--- src/verilog/pms_map.svh ---
`ifndef PMS_MAP_SVH
`define PMS_MAP_SVH

// AXI4-Lite register offsets (byte addresses)
`define PMS_OFS_CONFIG     8'h00
`define PMS_OFS_LEVEL      8'h04
`define PMS_OFS_STATUS     8'h08
`define PMS_OFS_IRQ_STAT   8'h0C
`define PMS_OFS_IRQ_MASK   8'h10

// Field positions in mode_config_word
`define PMS_BIT_DISABLE    11
`define PMS_BIT_SEL_LO     12
`define PMS_BIT_SEL_HI     13
`define PMS_BIT_PLOSS      14

// Status bit positions
`define PMS_ST_PMODE       0
`define PMS_ST_AUTO        1
`define PMS_ST_READY       2
`define PMS_ST_ALARM       3

// Interrupt status bit positions
`define PMS_IRQ_ENTER      0
`define PMS_IRQ_LEAVE      1
`define PMS_IRQ_PLOSS      2

// Reset values
`define PMS_CONFIG_RESET   16'h0000
`define PMS_LEVEL_RESET    16'h00C8
`define PMS_IRQ_MASK_RESET 3'h0

// Timing: power must be steady this long before ready rises
`define PMS_POWER_SETTLE_NS 1000
`define PMS_CLK_PERIOD_NS   100
`define PMS_SETTLE_CYCLES \
  ((`PMS_POWER_SETTLE_NS + `PMS_CLK_PERIOD_NS - 1) / `PMS_CLK_PERIOD_NS)

`endif

--- src/verilog/pms_pkg.sv ---
package pms_pkg;

  typedef enum logic [1:0]
  {
    PMS_DET_TORQUE = 2'h0,
    PMS_DET_SPEED  = 2'h1,
    PMS_DET_ACCEL  = 2'h2,
    PMS_DET_ERROR  = 2'h3
  } pms_det_type;

  typedef struct packed
  {
    logic [15:0] torque;
    logic [15:0] speed;
    logic [15:0] accel;
    logic [15:0] error;
  } pms_sample_type;

  typedef struct packed
  {
    logic        ploss_alarm;
    logic [1:0]  sel;
    logic        disable_sw;
  } pms_cfg_type;

endpackage : pms_pkg

--- src/verilog/pms_mode_switch.sv ---
// Our own choices: the AXI4-Lite register port and the register addresses.
`timescale 1ns/1ns
`include "pms_map.svh"

// Function
// - Regulator runs P-only while chosen condition holds, else PI.
// - Disable bit set: automatic P-only switch never applies.
// - Selection bits pick torque, speed, acceleration or error pulses.
// - Torque mode: P-only when torque command exceeds threshold.
// - Speed mode: P-only when speed command exceeds threshold.
// - Acceleration mode: P-only when acceleration exceeds threshold.
// - Error mode: P-only when position error exceeds threshold.
// - Error mode acts only under position control.
// - Reset: bits zero, torque detection, threshold 200.
// - Power-loss bit 1 raises alarm after power returns; 0 none.
// - Servo-ready stays low while main power is off.
// - Active-low force input makes regulator P-only.
module pms_mode_switch
  import pms_pkg::*;
#(
  parameter int LEVEL_W = 16
)
(
  // Clock and reset
  input  wire logic                 mclk,
  input  wire logic                 rst,
  // AXI4-Lite
  input  wire logic [7:0]           s_awaddr,
  input  wire logic                 s_awvalid,
  output logic                      s_awready,
  input  wire logic [31:0]          s_wdata,
  input  wire logic [3:0]           s_wstrb,
  input  wire logic                 s_wvalid,
  output logic                      s_wready,
  output logic [1:0]                s_bresp,
  output logic                      s_bvalid,
  input  wire logic                 s_bready,
  input  wire logic [7:0]           s_araddr,
  input  wire logic                 s_arvalid,
  output logic                      s_arready,
  output logic [31:0]               s_rdata,
  output logic [1:0]                s_rresp,
  output logic                      s_rvalid,
  input  wire logic                 s_rready,
  // Loop quantities
  input  wire pms_sample_type       sample,
  input  wire logic                 position_mode,
  input  wire logic                 force_proportional_in_n,
  // Power
  input  wire logic                 main_power_ok,
  // Outputs
  output logic                      p_mode,
  output logic                      servo_ready,
  output logic                      servo_alarm,
  output logic                      irq
);

  logic [15:0]        mode_config_word;
  logic [15:0]        switch_threshold_level;
  logic [2:0]         irq_stat;
  logic [2:0]         irq_mask;
  logic               auto_over;
  logic               auto_p;
  logic               power_q;
  logic [7:0]         settle_cnt;
  logic               wr_en;
  logic [7:0]         wr_addr;
  logic [31:0]        wr_data;
  logic [3:0]         wr_strb;
  logic [7:0]         rd_addr;
  logic [31:0]        rd_data;
  logic               rd_hit;
  logic               wr_hit;
  logic [2:0]         irq_event;
  pms_cfg_type        cfg;
  logic               next_p_mode;

  pms_axil_slave u_bus
  (
    .mclk      (mclk),
    .rst       (rst),
    .s_awaddr  (s_awaddr),
    .s_awvalid (s_awvalid),
    .s_awready (s_awready),
    .s_wdata   (s_wdata),
    .s_wstrb   (s_wstrb),
    .s_wvalid  (s_wvalid),
    .s_wready  (s_wready),
    .s_bresp   (s_bresp),
    .s_bvalid  (s_bvalid),
    .s_bready  (s_bready),
    .s_araddr  (s_araddr),
    .s_arvalid (s_arvalid),
    .s_arready (s_arready),
    .s_rdata   (s_rdata),
    .s_rresp   (s_rresp),
    .s_rvalid  (s_rvalid),
    .s_rready  (s_rready),
    .wr_en     (wr_en),
    .wr_addr   (wr_addr),
    .wr_data   (wr_data),
    .wr_strb   (wr_strb),
    .rd_addr   (rd_addr),
    .rd_data   (rd_data),
    .rd_hit    (rd_hit),
    .wr_hit    (wr_hit)
  );

  assign cfg.disable_sw  = mode_config_word[`PMS_BIT_DISABLE];
  assign cfg.sel         = {mode_config_word[`PMS_BIT_SEL_HI],
                            mode_config_word[`PMS_BIT_SEL_LO]};
  assign cfg.ploss_alarm = mode_config_word[`PMS_BIT_PLOSS];

  // Config and threshold; threshold is not rescaled on a type change,
  // software owns that
  always_ff @(posedge mclk or posedge rst)
  begin
    if (rst)
    begin
      mode_config_word       <= `PMS_CONFIG_RESET;
      switch_threshold_level <= `PMS_LEVEL_RESET;
    end
    else if (wr_en)
    begin
      if (wr_addr == `PMS_OFS_CONFIG)
      begin
        if (wr_strb[0])
          mode_config_word[7:0] <= wr_data[7:0];
        if (wr_strb[1])
          mode_config_word[15:8] <= wr_data[15:8];
      end
      else if (wr_addr == `PMS_OFS_LEVEL)
      begin
        if (wr_strb[0])
          switch_threshold_level[7:0] <= wr_data[7:0];
        if (wr_strb[1])
          switch_threshold_level[15:8] <= wr_data[15:8];
      end
    end
  end

  pms_compare u_cmp
  (
    .sel           (pms_det_type'(cfg.sel)),
    .sample        (sample),
    .position_mode (position_mode),
    .level         (switch_threshold_level),
    .over          (auto_over)
  );

  assign auto_p      = auto_over && !cfg.disable_sw;
  assign next_p_mode = auto_p || !force_proportional_in_n;

  // One decision per control cycle, registered
  always_ff @(posedge mclk or posedge rst)
  begin
    if (rst)
      p_mode <= 1'b0;
    else
      p_mode <= next_p_mode;
  end

  // Ready waits a short settle after power returns, filtering glitches
  always_ff @(posedge mclk or posedge rst)
  begin
    if (rst)
    begin
      power_q    <= 1'b0;
      settle_cnt <= 8'h00;
    end
    else
    begin
      power_q <= main_power_ok;
      if (!main_power_ok)
        settle_cnt <= 8'h00;
      else if (settle_cnt < 8'(`PMS_SETTLE_CYCLES))
        settle_cnt <= settle_cnt + 8'h01;
    end
  end

  always_ff @(posedge mclk or posedge rst)
  begin
    if (rst)
      servo_ready <= 1'b0;
    else
      servo_ready <= main_power_ok
                     && settle_cnt == 8'(`PMS_SETTLE_CYCLES);
  end

  // Alarm latches on recovery; cleared by writing the config word
  always_ff @(posedge mclk or posedge rst)
  begin
    if (rst)
      servo_alarm <= 1'b0;
    else if (main_power_ok && !power_q && cfg.ploss_alarm)
      servo_alarm <= 1'b1;
    else if (wr_en && wr_addr == `PMS_OFS_CONFIG)
      servo_alarm <= 1'b0;
  end

  assign irq_event[`PMS_IRQ_ENTER] = next_p_mode && !p_mode;
  assign irq_event[`PMS_IRQ_LEAVE] = !next_p_mode && p_mode;
  assign irq_event[`PMS_IRQ_PLOSS] = !main_power_ok && power_q;

  // Set wins over a write-one clear in the same cycle
  always_ff @(posedge mclk or posedge rst)
  begin
    if (rst)
    begin
      irq_stat <= 3'h0;
      irq_mask <= `PMS_IRQ_MASK_RESET;
    end
    else
    begin
      if (wr_en && wr_addr == `PMS_OFS_IRQ_STAT && wr_strb[0])
        irq_stat <= (irq_stat & ~wr_data[2:0]) | irq_event;
      else
        irq_stat <= irq_stat | irq_event;
      if (wr_en && wr_addr == `PMS_OFS_IRQ_MASK && wr_strb[0])
        irq_mask <= wr_data[2:0];
    end
  end

  assign irq = |(irq_stat & irq_mask);

  assign wr_hit = wr_addr == `PMS_OFS_CONFIG || wr_addr == `PMS_OFS_LEVEL
                  || wr_addr == `PMS_OFS_STATUS
                  || wr_addr == `PMS_OFS_IRQ_STAT
                  || wr_addr == `PMS_OFS_IRQ_MASK;
  assign rd_hit = rd_addr == `PMS_OFS_CONFIG || rd_addr == `PMS_OFS_LEVEL
                  || rd_addr == `PMS_OFS_STATUS
                  || rd_addr == `PMS_OFS_IRQ_STAT
                  || rd_addr == `PMS_OFS_IRQ_MASK;

  always_comb
  begin
    rd_data = 32'h0000_0000;
    if (rd_addr == `PMS_OFS_CONFIG)
      rd_data[15:0] = mode_config_word;
    else if (rd_addr == `PMS_OFS_LEVEL)
      rd_data[15:0] = switch_threshold_level;
    else if (rd_addr == `PMS_OFS_STATUS)
    begin
      rd_data[`PMS_ST_PMODE] = p_mode;
      rd_data[`PMS_ST_AUTO]  = auto_p;
      rd_data[`PMS_ST_READY] = servo_ready;
      rd_data[`PMS_ST_ALARM] = servo_alarm;
    end
    else if (rd_addr == `PMS_OFS_IRQ_STAT)
      rd_data[2:0] = irq_stat;
    else if (rd_addr == `PMS_OFS_IRQ_MASK)
      rd_data[2:0] = irq_mask;
  end
endmodule : pms_mode_switch

--- src/verilog/pms_axil_slave.sv ---
`timescale 1ns/1ns
`include "pms_map.svh"

module pms_axil_slave
  import pms_pkg::*;
(
  // Clock and reset
  input  wire logic        mclk,
  input  wire logic        rst,
  // AXI4-Lite
  input  wire logic [7:0]  s_awaddr,
  input  wire logic        s_awvalid,
  output logic             s_awready,
  input  wire logic [31:0] s_wdata,
  input  wire logic [3:0]  s_wstrb,
  input  wire logic        s_wvalid,
  output logic             s_wready,
  output logic [1:0]       s_bresp,
  output logic             s_bvalid,
  input  wire logic        s_bready,
  input  wire logic [7:0]  s_araddr,
  input  wire logic        s_arvalid,
  output logic             s_arready,
  output logic [31:0]      s_rdata,
  output logic [1:0]       s_rresp,
  output logic             s_rvalid,
  input  wire logic        s_rready,
  // Register file side
  output logic             wr_en,
  output logic [7:0]       wr_addr,
  output logic [31:0]      wr_data,
  output logic [3:0]       wr_strb,
  output logic [7:0]       rd_addr,
  input  wire logic [31:0] rd_data,
  input  wire logic        rd_hit,
  input  wire logic        wr_hit
);

  logic       aw_held;
  logic       w_held;
  logic [7:0] aw_addr;

  assign s_awready = !aw_held && !s_bvalid;
  assign s_wready  = !w_held && !s_bvalid;
  assign s_arready = !s_rvalid;
  assign wr_addr   = aw_addr;
  assign rd_addr   = s_araddr;
  assign wr_en     = aw_held && w_held && !s_bvalid;

  always_ff @(posedge mclk or posedge rst)
  begin
    if (rst)
    begin
      aw_held <= 1'b0;
      aw_addr <= 8'h00;
    end
    else if (s_awvalid && s_awready)
    begin
      aw_held <= 1'b1;
      aw_addr <= s_awaddr;
    end
    else if (wr_en)
      aw_held <= 1'b0;
  end

  always_ff @(posedge mclk or posedge rst)
  begin
    if (rst)
    begin
      w_held  <= 1'b0;
      wr_data <= 32'h0000_0000;
      wr_strb <= 4'h0;
    end
    else if (s_wvalid && s_wready)
    begin
      w_held  <= 1'b1;
      wr_data <= s_wdata;
      wr_strb <= s_wstrb;
    end
    else if (wr_en)
      w_held <= 1'b0;
  end

  // Unmapped write answers SLVERR
  always_ff @(posedge mclk or posedge rst)
  begin
    if (rst)
    begin
      s_bvalid <= 1'b0;
      s_bresp  <= 2'h0;
    end
    else if (wr_en)
    begin
      s_bvalid <= 1'b1;
      s_bresp  <= wr_hit ? 2'h0 : 2'h2;
    end
    else if (s_bready)
      s_bvalid <= 1'b0;
  end

  always_ff @(posedge mclk or posedge rst)
  begin
    if (rst)
    begin
      s_rvalid <= 1'b0;
      s_rdata  <= 32'h0000_0000;
      s_rresp  <= 2'h0;
    end
    else if (s_arvalid && s_arready)
    begin
      s_rvalid <= 1'b1;
      s_rdata  <= rd_hit ? rd_data : 32'h0000_0000;
      s_rresp  <= rd_hit ? 2'h0 : 2'h2;
    end
    else if (s_rready)
      s_rvalid <= 1'b0;
  end

endmodule : pms_axil_slave

--- src/verilog/pms_compare.sv ---
`timescale 1ns/1ns

module pms_compare
  import pms_pkg::*;
(
  // Selection and samples
  input  wire pms_det_type    sel,
  input  wire pms_sample_type sample,
  input  wire logic           position_mode,
  input  wire logic [15:0]    level,
  // Result
  output logic                over
);

  // Strictly greater: equal to the level keeps PI control
  always_comb
  begin
    unique case (sel)
      PMS_DET_TORQUE: over = sample.torque > level;
      PMS_DET_SPEED:  over = sample.speed > level;
      PMS_DET_ACCEL:  over = sample.accel > level;
      PMS_DET_ERROR:  over = position_mode
                             && (sample.error > level);
    endcase
  end

endmodule : pms_compare

--- config.mk ---
export PLATFORM = sky130hd
export DESIGN_NAME = pms_mode_switch
export DESIGN_NICKNAME = d
export VERILOG_FILES = /design/src/verilog/pms_pkg.sv /design/src/verilog/pms_mode_switch.sv /design/src/verilog/pms_axil_slave.sv /design/src/verilog/pms_compare.sv
export VERILOG_INCLUDE_DIRS = /design/src /design/src/verilog
export SDC_FILE = /design/constraint.sdc
export NUM_CORES = 1
export LEC_CHECK = 0
export BUFFER_PORTS_ARGS = -buffer_cell sky130_fd_sc_hd__clkbuf_2
export CELL_PAD_IN_SITES_DETAIL_PLACEMENT = 0
export CELL_PAD_IN_SITES_GLOBAL_PLACEMENT = 1
export CORE_AREA = 2 2 131 133
export CTS_CLUSTER_DIAMETER = 120
export CTS_CLUSTER_SIZE = 30
export DETAILED_ROUTE_END_ITERATION = 8
export DIE_AREA = 0 0 133 135
export PLACE_DENSITY = 0.73
export SLEW_MARGIN = 20
export SYNTH_ARGS = -nofsm -noshare
export SYNTH_HDL_FRONTEND = slang
export SYNTH_SLANG_ARGS = --single-unit
--- constraint.sdc ---
create_clock -name mclk -period 3.48 [get_ports mclk]
set_input_delay 0.174 -clock mclk [delete_from_list [all_inputs] [get_ports mclk]]
set_output_delay 0.174 -clock mclk [all_outputs]
set_load 0.02 [all_outputs]
==> impl_metrics.tcl, run 1 <==
set metrics [dict create \
    gp_congestion 0.8038 \
    first_global_vias 4554 \
    hold_path.class "in2reg" \
    dpl-instance-area_sq_mm 0.006538 \
    synth_area_leaders "dfrtp_1, ha_1, mux2_1, mux2_2, nand2_1" \
    fin_nets 855 \
    synth.top_cell.area_share_pct 41.90 \
    muxShareOfSynthArea_pct 14.71 \
    die_y_um 135 \
    clock_latency_ns 0.34 \
    firstDrtPassIters 5 \
    max_freq_mhz 344.4 \
    ys_types 52 \
    synthXorXnorAreaFrac_pct 0.1544 \
    whs_ns 0.01345 \
    synthArstFlopShare_pct 100.0 \
    synth_top_family_by_area "multiplexers" \
    wl_um 14590 \
    cts_inserted_buffers 9 \
    grt_max_degree 43 \
    ys_warn_count 0 \
    initial_utilization_pct 34.58 \
    synth_common_cells "dfrtp_1, ha_1, nand2_1, inv_1, mux2_1" \
    path_cells "inv_1, ha_1, and4_1, nand3_1, a2111oi_0, buf_4, a2111oi_0, a221oi_2, o22ai_2, a32o_2" \
    drc_errors 0 \
    syn_to_final_growth_pct 21.54 \
    cap_violations 0 \
    preCtsSetupSlack_ns 0.5460 \
    yosysMostFrequentCell "dfrtp_1" \
    slew_viol_final 0 \
    cts_tree "yes" \
    postSynthCellCount 524 \
    post_drt_wl_per_cell_um 16.45 \
    p_total_mw 3.641 \
    fin_crit_sh_pct 83.43 \
    hold_depth 2 \
    hold_buffers 2 \
    seqPwrFrac_pct 43.6 \
    critPathMaxFanout 4 \
    p_int_mw 2.523 \
    comb_power_share_pct 25.5 \
    synth_compound_area_share_pct 11.64 \
    critPathLaunchType "register" \
    viasPerCell 4.943 \
    drive_gt1_share_pct 28.49 \
    synthSimpleGateAreaFrac_pct 10.32 \
    ff2ff_path_depth 10 \
    hold_end "p_mode" \
    worst_slew_margin_rel_pct 26.97 \
    synth_top_area_cell "dfrtp_1" \
    die-area_sq_mm 0.01796 \
    powerDensity_mw_per_mm2 527.9 \
    drt_iter0_drc 169 \
    worstHoldStart "force_proportional_in_n" \
    reg2reg_to "irq_stat[1]" \
    antenna_left 0 \
    arrival_ns 3.18 \
    fin_worst_skew_ns 0.007436 \
    track_usage_pct 16.80 \
    switching_share_pct 30.70 \
    worst_pin_slew_ns 1.095 \
    max_stage_delay_ns 0.58 \
    r2r_slack_ns 0.58 \
    synth_edf_count 0 \
    grt_pass1_wl_um 23630 \
    ir_worst_vdd_v 0.0004146 \
    clkSinkCount 98 \
    synth.avg_cell_area_sq_um 10.83 \
    antenna_found_initial 1 \
    synth_seq_cells 98 \
    cpMostUsedCell "a2111oi_0" \
    cts_setup_buffers 0 \
    p_clk_share_pct 30.9 \
    instances_no_fill 887 \
    power.net_switching_mw 1.118 \
    portBuffers 134 \
    dr_total_vias 4384 \
    cts_root_buf "clkbuf_16" \
    crit_required_ns 3.76 \
    crit_slowest_cell "a2111oi_0" \
    rows 47 \
    syn_area_sq_mm 0.005674 \
    synth-seq-area-share_pct 43.29 \
    final_core_util_pct 42.03 \
    htree_num_levels 3 \
    core_sq_mm 0.01641 \
    place_inst 870 \
    grt_setup_unrepaired "false" \
    grt_overflow 0 \
    boundaryPins 171 \
    dpl.hpwl_um 11840 \
    r2r-start "switch_threshold_level[14]" \
    clk_pin_slew_worst_paths_ns 0.06 \
    synthAdderAreaFrac_pct 14.55 \
    final_hold_viol_count 0 \
    critPathCaptureType "register" \
    outcome "finished clean" \
    post_cts_resized 0 \
    antenna_cells 0 \
    die_w_um 133 \
    worstSetupPathType "reg2reg" \
    post-route-min-period_ns 2.903 \
    finalSetupViolCount 0 \
    ys.flop_type "dfrtp_1" \
    post-route-cell-area_sq_mm 0.006897 \
    fin_tns_setup_ns 0 \
    p_leak_nw 3.376 \
    fin_ws_ns 0.5768 \
    clock_path_buffers 2 \
]
==> placed cells by master (no fill, tap or decap), types with 3 or more instances in the layout <==
cell type  synthesis  routed
a2111oi_0          4       4
a21o_1             8       8
a21oi_1           29      29
a221oi_1           3       3
and2_1             8       8
and4_1             3       3
buf_4             18       4
bufinv_16          0       3
clkbuf_16          0       9
clkbuf_2           0     134
conb_1             1      18
dfrtp_1           95      95
dfstp_2            3       3
ha_1              66      66
inv_1             31      30
mux2_1            31      31
mux2_2            28      28
mux2i_1           17      17
nand2_1           47      47
nand3_1           11      11
nand4_1           10      10
nor2_1            18      18
nor3_1             6       6
nor4_1             4       4
o211ai_1           3       3
o21ai_0           19      19
o22ai_1            4       4
o31ai_1           14      14
==> per-layer routing <==
layer,part of all wire [%],global-route usage [%],vias to the layer above
li1,-,-,2159
met1,45,21.70,2077
met2,46,28.12,135
met3,7.1,4.279,13
met4,1.2,4.540,0
met5,0,0,-
==> how the worst max path moves through the flow <==
stage / from / end / slack, ns / depth (start not counted)
6_report: switch_threshold_level[14] / irq_stat[1] / 0.58 / 10
3_3_place_gp: switch_threshold_level[14] / irq_stat[1] / 0.53 / 10
3_5_place_dp: switch_threshold_level[14] / irq_stat[1] / 0.55 / 10
5_1_grt: switch_threshold_level[14] / irq_stat[1] / 0.48 / 10
4_1_cts: switch_threshold_level[14] / irq_stat[1] / 0.54 / 10
2_1_floorplan: rst / irq_mask[0] / 0.75 / 1
==> sequential cells by signal (all words and copies together), names as in the netlist, 2 cells and up <==
register and cells:
u_bus.wr_strb 2, irq_stat 3, u_bus.wr_addr 8, u_bus.s_rdata 16
irq_mask 3, mode_config_word 16, settle_cnt 8, u_bus.wr_data 16
switch_threshold_level 16
==> power groups by stage <==
| stage | clock, mW | combinational (mW) | sequential (mW) |
|---|---|---|---|
| after floorplan | 0 | 0.671 | 1.55 |
| after global placement | 0 | 0.904 | 1.59 |
| after detailed placement | 0 | 0.940 | 1.61 |
| after CTS | 1.15 | 0.946 | 1.59 |
| after global routing | 1.21 | 1.05 | 1.63 |
| final | 1.13 | 0.928 | 1.59 |
==> layout make-up <==
class                           count  area [sq um]
Tap cell                          220         275.3
Clock buffer                        9         225.2
Timing Repair Buffer              140         720.7
Clock inverter                      6         113.9
Inverter                           32         122.6
Multi-Input combinational cell    382          2983
Fill cell                        1652          9510
Sequential cell                    98          2456
==> logic make-up (layout without fill, tap and decap cells) <==
family | count (synthesis) | after routing
buffers and inverters | 61 | 187
xor gates and xnor gates | 1 | 1
adders and majority gates | 66 | 66
DFF | 98 | 98
and+or+nand+nor | 120 | 120
muxes | 76 | 76
AOI/OAI and AO/OA | 101 | 101
other | 1 | 18
==> critical path: cells and delay by family, from the launching register on <==
| kind | cells | cell delay, ns |
|---|---|---|
| compound gates | 5 | 1.42 |
| fa+ha+maj | 1 | 0.30 |
| buf+inv | 2 | 0.36 |
| flops | 1 | 0.39 |
| simple gates | 2 | 0.36 |
Note: power is estimated with default switching activity, not from simulation.
==> run 2, diff against run 1 <==
--- a/config.mk
+++ b/config.mk
@@ -6,15 +6,16 @@
 export SDC_FILE = /design/constraint.sdc
 export NUM_CORES = 1
 export LEC_CHECK = 0
+export ABC_AREA = 1
 export BUFFER_PORTS_ARGS = -buffer_cell sky130_fd_sc_hd__clkbuf_2
 export CELL_PAD_IN_SITES_DETAIL_PLACEMENT = 0
 export CELL_PAD_IN_SITES_GLOBAL_PLACEMENT = 1
-export CORE_AREA = 2 2 131 133
+export CORE_AREA = 2 2 134 136
 export CTS_CLUSTER_DIAMETER = 120
 export CTS_CLUSTER_SIZE = 30
 export DETAILED_ROUTE_END_ITERATION = 8
-export DIE_AREA = 0 0 133 135
-export PLACE_DENSITY = 0.73
+export DIE_AREA = 0 0 136 138
+export PLACE_DENSITY = 0.78
 export SLEW_MARGIN = 20
 export SYNTH_ARGS = -nofsm -noshare
 export SYNTH_HDL_FRONTEND = slang
==> constraint.sdc (replaced) <==
create_clock -name mclk -period 2.3 [get_ports mclk]
set_input_delay 0.115 -clock mclk [delete_from_list [all_inputs] [get_ports mclk]]
set_output_delay 0.115 -clock mclk [all_outputs]
set_load 0.02 [all_outputs]
==> run 2 against run 1 <==
Maximum frequency rose by 39%. Clock skew rose by 0.0013 ns. Largest cell class unchanged. First-iteration DRC count up 34%. Clock power up 34%. Cell area rose by 4.0%. Power grew 48%. Critical path type unchanged. Largest power group unchanged. Setup slack lost 0.37 ns.
==> impl_metrics.tcl, run 2 <==
set metrics [dict create \
    layout_commonest_cell "nand2_1" \
    grt_overflow 0 \
    portBuffers 134 \
    cp-endpoint "irq_stat[0]" \
    syn_area_sq_mm 0.005924 \
    synth_seq_cells 98 \
    postSynthCellCount 702 \
    initial_utilization_pct 33.79 \
    viasPerCell 4.506 \
    dpl.hpwl_um 11290 \
    antenna_left 0 \
    die-area_sq_mm 0.01877 \
    crit_required_ns 2.53 \
    synth_common_cells "nand2_1, dfrtp_1, inv_1, ha_1, a21oi_1" \
    synth-seq-area-share_pct 41.46 \
    finalSetupViolCount 0 \
    arrival_ns 2.33 \
    preCtsSetupSlack_ns 0.1611 \
    rows 49 \
    muxShareOfSynthArea_pct 1.140 \
    clock_path_buffers 2 \
    final_cell_mix "nand2_1, clkbuf_2, dfrtp_1" \
    drc_errors 0 \
    critPathLaunchType "register" \
    r2r_slack_ns 0.20 \
    cpMostUsedCell "nand2_1" \
    cts_setup_buffers 0 \
    r2r-start "switch_threshold_level[3]" \
    firstDrtPassIters 4 \
    yosysMostFrequentCell "nand2_1" \
    post_drt_wl_per_cell_um 13.38 \
    grt_busiest_layer "met1" \
    fin_tns_setup_ns 0 \
    ff2ff_path_depth 16 \
    boundaryPins 171 \
    htree_num_levels 3 \
    post-route-cell-area_sq_mm 0.007169 \
    ys.flop_type "dfrtp_1" \
    max_freq_mhz 477.2 \
    dpl-instance-area_sq_mm 0.006777 \
    whs_ns 0.01633 \
    ir_worst_vdd_v 0.0006365 \
    clock_latency_ns 0.34 \
    path_cells "inv_1, ha_1, nand2_1, inv_1, o21ai_0, nand2_1, nand2_1, nand2_1, nand2_1, nand2_1, nand2_1, nand3_1, nand3_2, nand2_1, nand2_1, nand2_1" \
    antenna_cells 0 \
    powerDensity_mw_per_mm2 752.5 \
    cts_root_buf "clkbuf_16" \
    antenna_found_initial 0 \
    hold_path.class "in2reg" \
    crit_slowest_cell "dfstp_2" \
    cap_violations 0 \
    critPathMaxFanout 5 \
    grt_pass1_wl_um 23580 \
    synthArstFlopShare_pct 100.0 \
    synthSimpleGateAreaFrac_pct 20.19 \
    clk_pin_slew_worst_paths_ns 0.07 \
    synth_top_area_cell "dfrtp_1" \
    drt_iter0_drc 226 \
    grt_util_met1_pct 23.45 \
    track_usage_pct 15.69 \
    grt_max_degree 84 \
    cts_tree "yes" \
    cts_inserted_buffers 9 \
    ys_warn_count 0 \
    synth.avg_cell_area_sq_um 8.439 \
    worstSetupPathType "reg2reg" \
    first_global_vias 4699 \
    die_y_um 138 \
    synth.top_cell.area_share_pct 40.13 \
    syn_to_final_growth_pct 21.01 \
    synth_top_family_by_area "simple AND/OR/NAND/NOR gates" \
    synthXorXnorAreaFrac_pct 0.1478 \
    max_stage_delay_ns 0.53 \
    grt_setup_unrepaired "false" \
    synth_area_leaders "dfrtp_1, ha_1, nand2_1, inv_1, a21oi_1" \
    ys_types 41 \
    critPathCaptureType "register" \
    synth_edf_count 0 \
    synthAdderAreaFrac_pct 13.94 \
    slew_viol_final 0 \
    wl_um 14460 \
    fin_nets 1038 \
    die_w_um 136 \
    synth_compound_area_share_pct 14.04 \
    post-route-min-period_ns 2.096 \
    clkSinkCount 98 \
    dr_total_vias 4866 \
    drive_gt1_share_pct 23.85 \
    reg2reg_to "irq_stat[0]" \
    p_total_mw 5.395 \
    grtUsageMet3_pct 3.300 \
    gp_congestion 0.7932 \
    core_sq_mm 0.01753 \
    crit_start "switch_threshold_level[3]" \
    fin_worst_skew_ns 0.008743 \
    fin_ws_ns 0.2045 \
    met2_usage_pct 23.30 \
    final_hold_viol_count 0 \
    fin_crit_sh_pct 91.11 \
    outcome "finished clean" \
    p_leak_nw 3.693 \
]
-- run 2: area by class of cell --
class,count,area (sq um)
Timing Repair Buffer,148,810.8
Tap cell,229,286.5
Multi-Input combinational cell,506,3003
Inverter,83,315.3
Fill cell,1859,10360
Sequential cell,98,2456
Clock buffer,12,246.5
Clock inverter,4,51.30
-- run 2: how the worst min path moves through the flow --
stage	from	end	slack [ns]	cells past startpoint
after global routing	s_awaddr[1]	u_bus.wr_addr[1]	0.02	2
after detailed placement	rst	u_bus.wr_data[8]	0.12	2
final	s_awaddr[1]	u_bus.wr_addr[1]	0.02	2
after CTS	s_awaddr[1]	u_bus.wr_addr[1]	0.001	2
after floorplan	main_power_ok	power_q	0.15	0
after global placement	rst	u_bus.wr_data[8]	0.12	2
-- run 2: repair_timing --
| action | in CTS | in global routing |
|---|---|---|
| hold buffers | 9 | 0 |
| endpoints found under the hold margin | 23 | 0 |
| gates resized for setup | 0 | 2 |
| setup endpoints to repair | 0 | 2 |
-- run 2: routing by layer --
layer / vias to the layer above / wire (um)
li1: 2566 / -
met1: 2154 / 7245
met2: 137 / 6101
met3: 9 / 1004
met4: 0 / 104
met5: - / 0
-- run 2: kinds of logic after synthesis --
family | count (synthesis)
fa+ha+maj | 66
buf+inv | 115
mux | 6
other cells | 1
xor+xnor | 1
flops | 98
simple gates | 275
compound gates | 140
-- run 2: worst max-delay path: cells and delay by family, from the launching register on --
kind / cells / cell delay (ns)
buffers and inverters: 2 / 0.16
AO/OA/AOI/OAI: 1 / 0.06
adder cells (fa/ha/maj): 1 / 0.32
flip-flops: 1 / 0.53
AND/OR/NAND/NOR: 12 / 0.91
-- run 2: per-stage QoR --
| step | std cells | utilization (%) |
|---|---|---|
| global placement | 1055 | 38.65 |
| floorplan | 719 | - |
| finish | 1080 | 40.89 |
| global route | 1080 | 40.89 |
| CTS | 1080 | 40.86 |
| detailed placement | 1055 | 38.65 |
-- run 2: power breakdown --
part	internal [mW]	total, mW	switching [mW]
clock	0.874	1.51	0.638
sequential	2.06	2.26	0.202
combinational	0.577	1.62	1.04
total	3.51	5.39	1.88
==> run 3, diff against run 2 <==
--- a/config.mk
+++ b/config.mk
@@ -6,16 +6,16 @@
 export SDC_FILE = /design/constraint.sdc
 export NUM_CORES = 1
 export LEC_CHECK = 0
-export ABC_AREA = 1
+export ABC_AREA = 0
 export BUFFER_PORTS_ARGS = -buffer_cell sky130_fd_sc_hd__clkbuf_2
 export CELL_PAD_IN_SITES_DETAIL_PLACEMENT = 0
 export CELL_PAD_IN_SITES_GLOBAL_PLACEMENT = 1
-export CORE_AREA = 2 2 134 136
+export CORE_AREA = 2 2 131 133
 export CTS_CLUSTER_DIAMETER = 120
 export CTS_CLUSTER_SIZE = 30
 export DETAILED_ROUTE_END_ITERATION = 8
-export DIE_AREA = 0 0 136 138
-export PLACE_DENSITY = 0.78
+export DIE_AREA = 0 0 133 135
+export PLACE_DENSITY = 0.76
 export SLEW_MARGIN = 20
 export SYNTH_ARGS = -nofsm -noshare
 export SYNTH_HDL_FRONTEND = slang
==> run 3 against run 2 <==
Sequential share of layout area is 2.4 points lower. First-iteration DRC count is 31% lower. The flow now finishes with violations (setup timing). Cell count is 12% lower. Combinational power is 9% higher.
==> impl_metrics.tcl, run 3 (synthesis results as in run 1) <==
set metrics [dict create \
    preCtsSetupSlack_ns -0.2757 \
    syn_to_final_growth_pct 36.03 \
    crit_required_ns 2.51 \
    critPathMaxFanout 4 \
    dr_total_vias 4710 \
    htree_num_levels 3 \
    p_int_mw 3.734 \
    reg2reg_to "irq_stat[0]" \
    nFillCells 1583 \
    viasPerCell 4.947 \
    r2r-start "switch_threshold_level[15]" \
    fin_crit_sh_pct 101.7 \
    ff2ff_path_depth 11 \
    worstHoldStart "s_wdata[3]" \
    wl_um 15600 \
    critPathLaunchType "register" \
    grt_setup_unrepaired "true" \
    dpl.hpwl_um 12420 \
    die_w_um 133 \
    first_global_vias 4810 \
    clk_pin_slew_worst_paths_ns 0.07 \
    clock_latency_ns 0.35 \
    antenna_found_initial 1 \
    clkSinkCount 98 \
    path_cells "inv_2, buf_4, ha_4, and4_4, nand3_4, or4_4, nand3_2, a221oi_2, o22ai_4, buf_6, a31oi_4" \
    crit_start "switch_threshold_level[15]" \
    outcome "finished with violations" \
    final_core_util_pct 47.04 \
    p_total_mw 5.581 \
    final_hold_viol_count 0 \
    dpl-instance-area_sq_mm 0.006814 \
    violations "setup timing" \
    worst_slew_margin_rel_pct 58.78 \
    cap_violations 0 \
    switching_share_pct 33.10 \
    max_stage_delay_ns 0.43 \
    core_sq_mm 0.01641 \
    crit_buf_inv 3 \
    gp_congestion 0.8473 \
    die_y_um 135 \
    rows 47 \
    antenna_cells 0 \
    initial_utilization_pct 34.58 \
    grt_max_degree 99 \
    post_drt_wl_per_cell_um 16.38 \
    ff_latch_area_sq_mm 0.002456 \
    hold_path.class "in2reg" \
    cts_tree "yes" \
    portBuffers 134 \
    worstSetupPathType "reg2reg" \
    drt_iter0_drc 156 \
    die-area_sq_mm 0.01796 \
    firstDrtPassIters 4 \
    clock_path_buffers 2 \
    fin_ws_ns -0.03868 \
    drc_errors 0 \
    path_delay_family "simple AND/OR/NAND/NOR gates" \
    crit_cells 11 \
    p_leak_nw 3.692 \
    fin_worst_skew_ns 0.01051 \
    antenna_left 0 \
    max_freq_mhz 427.6 \
    critPathCaptureType "register" \
    r2r_slack_ns -0.04 \
    grt_pass1_wl_um 24580 \
    powerDensity_mw_per_mm2 723.1 \
    drive_gt1_share_pct 39.07 \
    boundaryPins 171 \
    comb_power_share_pct 31.6 \
    cp-endpoint "irq_stat[0]" \
    finalSetupViolCount 4 \
    worst_pin_slew_ns 0.6127 \
    cts_root_buf "clkbuf_16" \
    slew_viol_final 0 \
    crit_slowest_cell "or4_4" \
    multiInputGateArea_sq_mm 0.003319 \
    power.net_switching_mw 1.847 \
    p_clk_share_pct 25.1 \
    final_cell_mix "clkbuf_2, dfrtp_1, ha_1" \
    grt_overflow 0 \
    track_usage_pct 17.51 \
    ir_worst_vdd_v 0.0006370 \
    post-route-cell-area_sq_mm 0.007719 \
    seqPwrFrac_pct 43.3 \
    post-route-min-period_ns 2.339 \
    fin_nets 919 \
    layout_commonest_cell "clkbuf_2" \
    cts_inserted_buffers 9 \
    arrival_ns 2.55 \
]
==> run 3: cell types whose count changed in the layout (fill, tap and decap cells not counted), sizes merged, moves of 7 or more <==
cell / delta
nor2: -38
dlygate4sd3: +12
a21o: +7
a21oi: -26
mux2i: +17
mux2: +53
o21ai: -47
nand2: -132
and2: +8
inv: -49
buf: +44
o31ai: +12
==> run 3: per-layer routing <==
metal	vias to the layer above	GRT usage [%]	routed length, um
met3	15	4.017	767
met1	2270	22.17	6931
met2	125	30.69	7693
li1	2298	-	-
met5	-	0	11
met4	2	3.704	194
==> run 3: stage by stage <==
stage                     setup TNS [ns]  hold slack [ns]  std cells
after detailed placement         -0.7910           0.2976        905
after global placement           -0.6786           0.2855        905
final                            -0.1031         0.007126        952
after CTS                       -0.03253        0.0009023        948
after floorplan                        0           0.1464        541
after global routing             -0.4127         0.006673        952
==> run 3: worst min-delay path by stage <==
stage                              to  slack (ns)  cells past startpoint
finish               u_bus.wr_data[3]       0.007                      2
floorplan                     power_q        0.15                      0
detailed placement   u_bus.s_rresp[1]        0.30                      3
CTS                  u_bus.wr_data[3]      0.0009                      2
global placement     u_bus.s_rdata[2]        0.29                      3
global route        u_bus.wr_data[15]       0.007                      2
==> run 3: repair_timing <==
item / in CTS / in global routing
pin swaps: 17 / 5
endpoints found under the hold margin: 116 / 0
buffers inserted: 6 / 4
hold buffers: 21 / 0
endpoints found under the setup margin: 4 / 14
gates resized for setup: 45 / 14
==> run 3: layout make-up <==
cell class              instances  share of cell area (%)
flip-flops and latches         98                   31.82
well taps                     220                   3.566
repair buffers                204                   16.39
multi-input cells             382                   43.01
clock inverters                 7                  0.6970
clock buffers                   9                   2.918
inverters                      32                   1.605
==> run 3: worst reg2reg max path, stage by stage (launching register included) <==
cell and delay [ns]:
dfrtp_1 0.37, inv_2 0.08, buf_4 0.15, ha_4 0.26, and4_4 0.22, nand3_4 0.10, or4_4 0.43, nand3_2 0.10
a221oi_2 0.08, o22ai_4 0.21, buf_6 0.14, a31oi_4 0.06
==> run 3: power by group through the flow <==
stage / logic (mW) / registers [mW] / clock network [mW]
finish: 1.76 / 2.42 / 1.40
detailed placement: 1.57 / 2.44 / 0
CTS: 1.73 / 2.41 / 1.44
floorplan: 1.02 / 2.35 / 0
global placement: 1.52 / 2.41 / 0
global route: 1.96 / 2.47 / 1.51
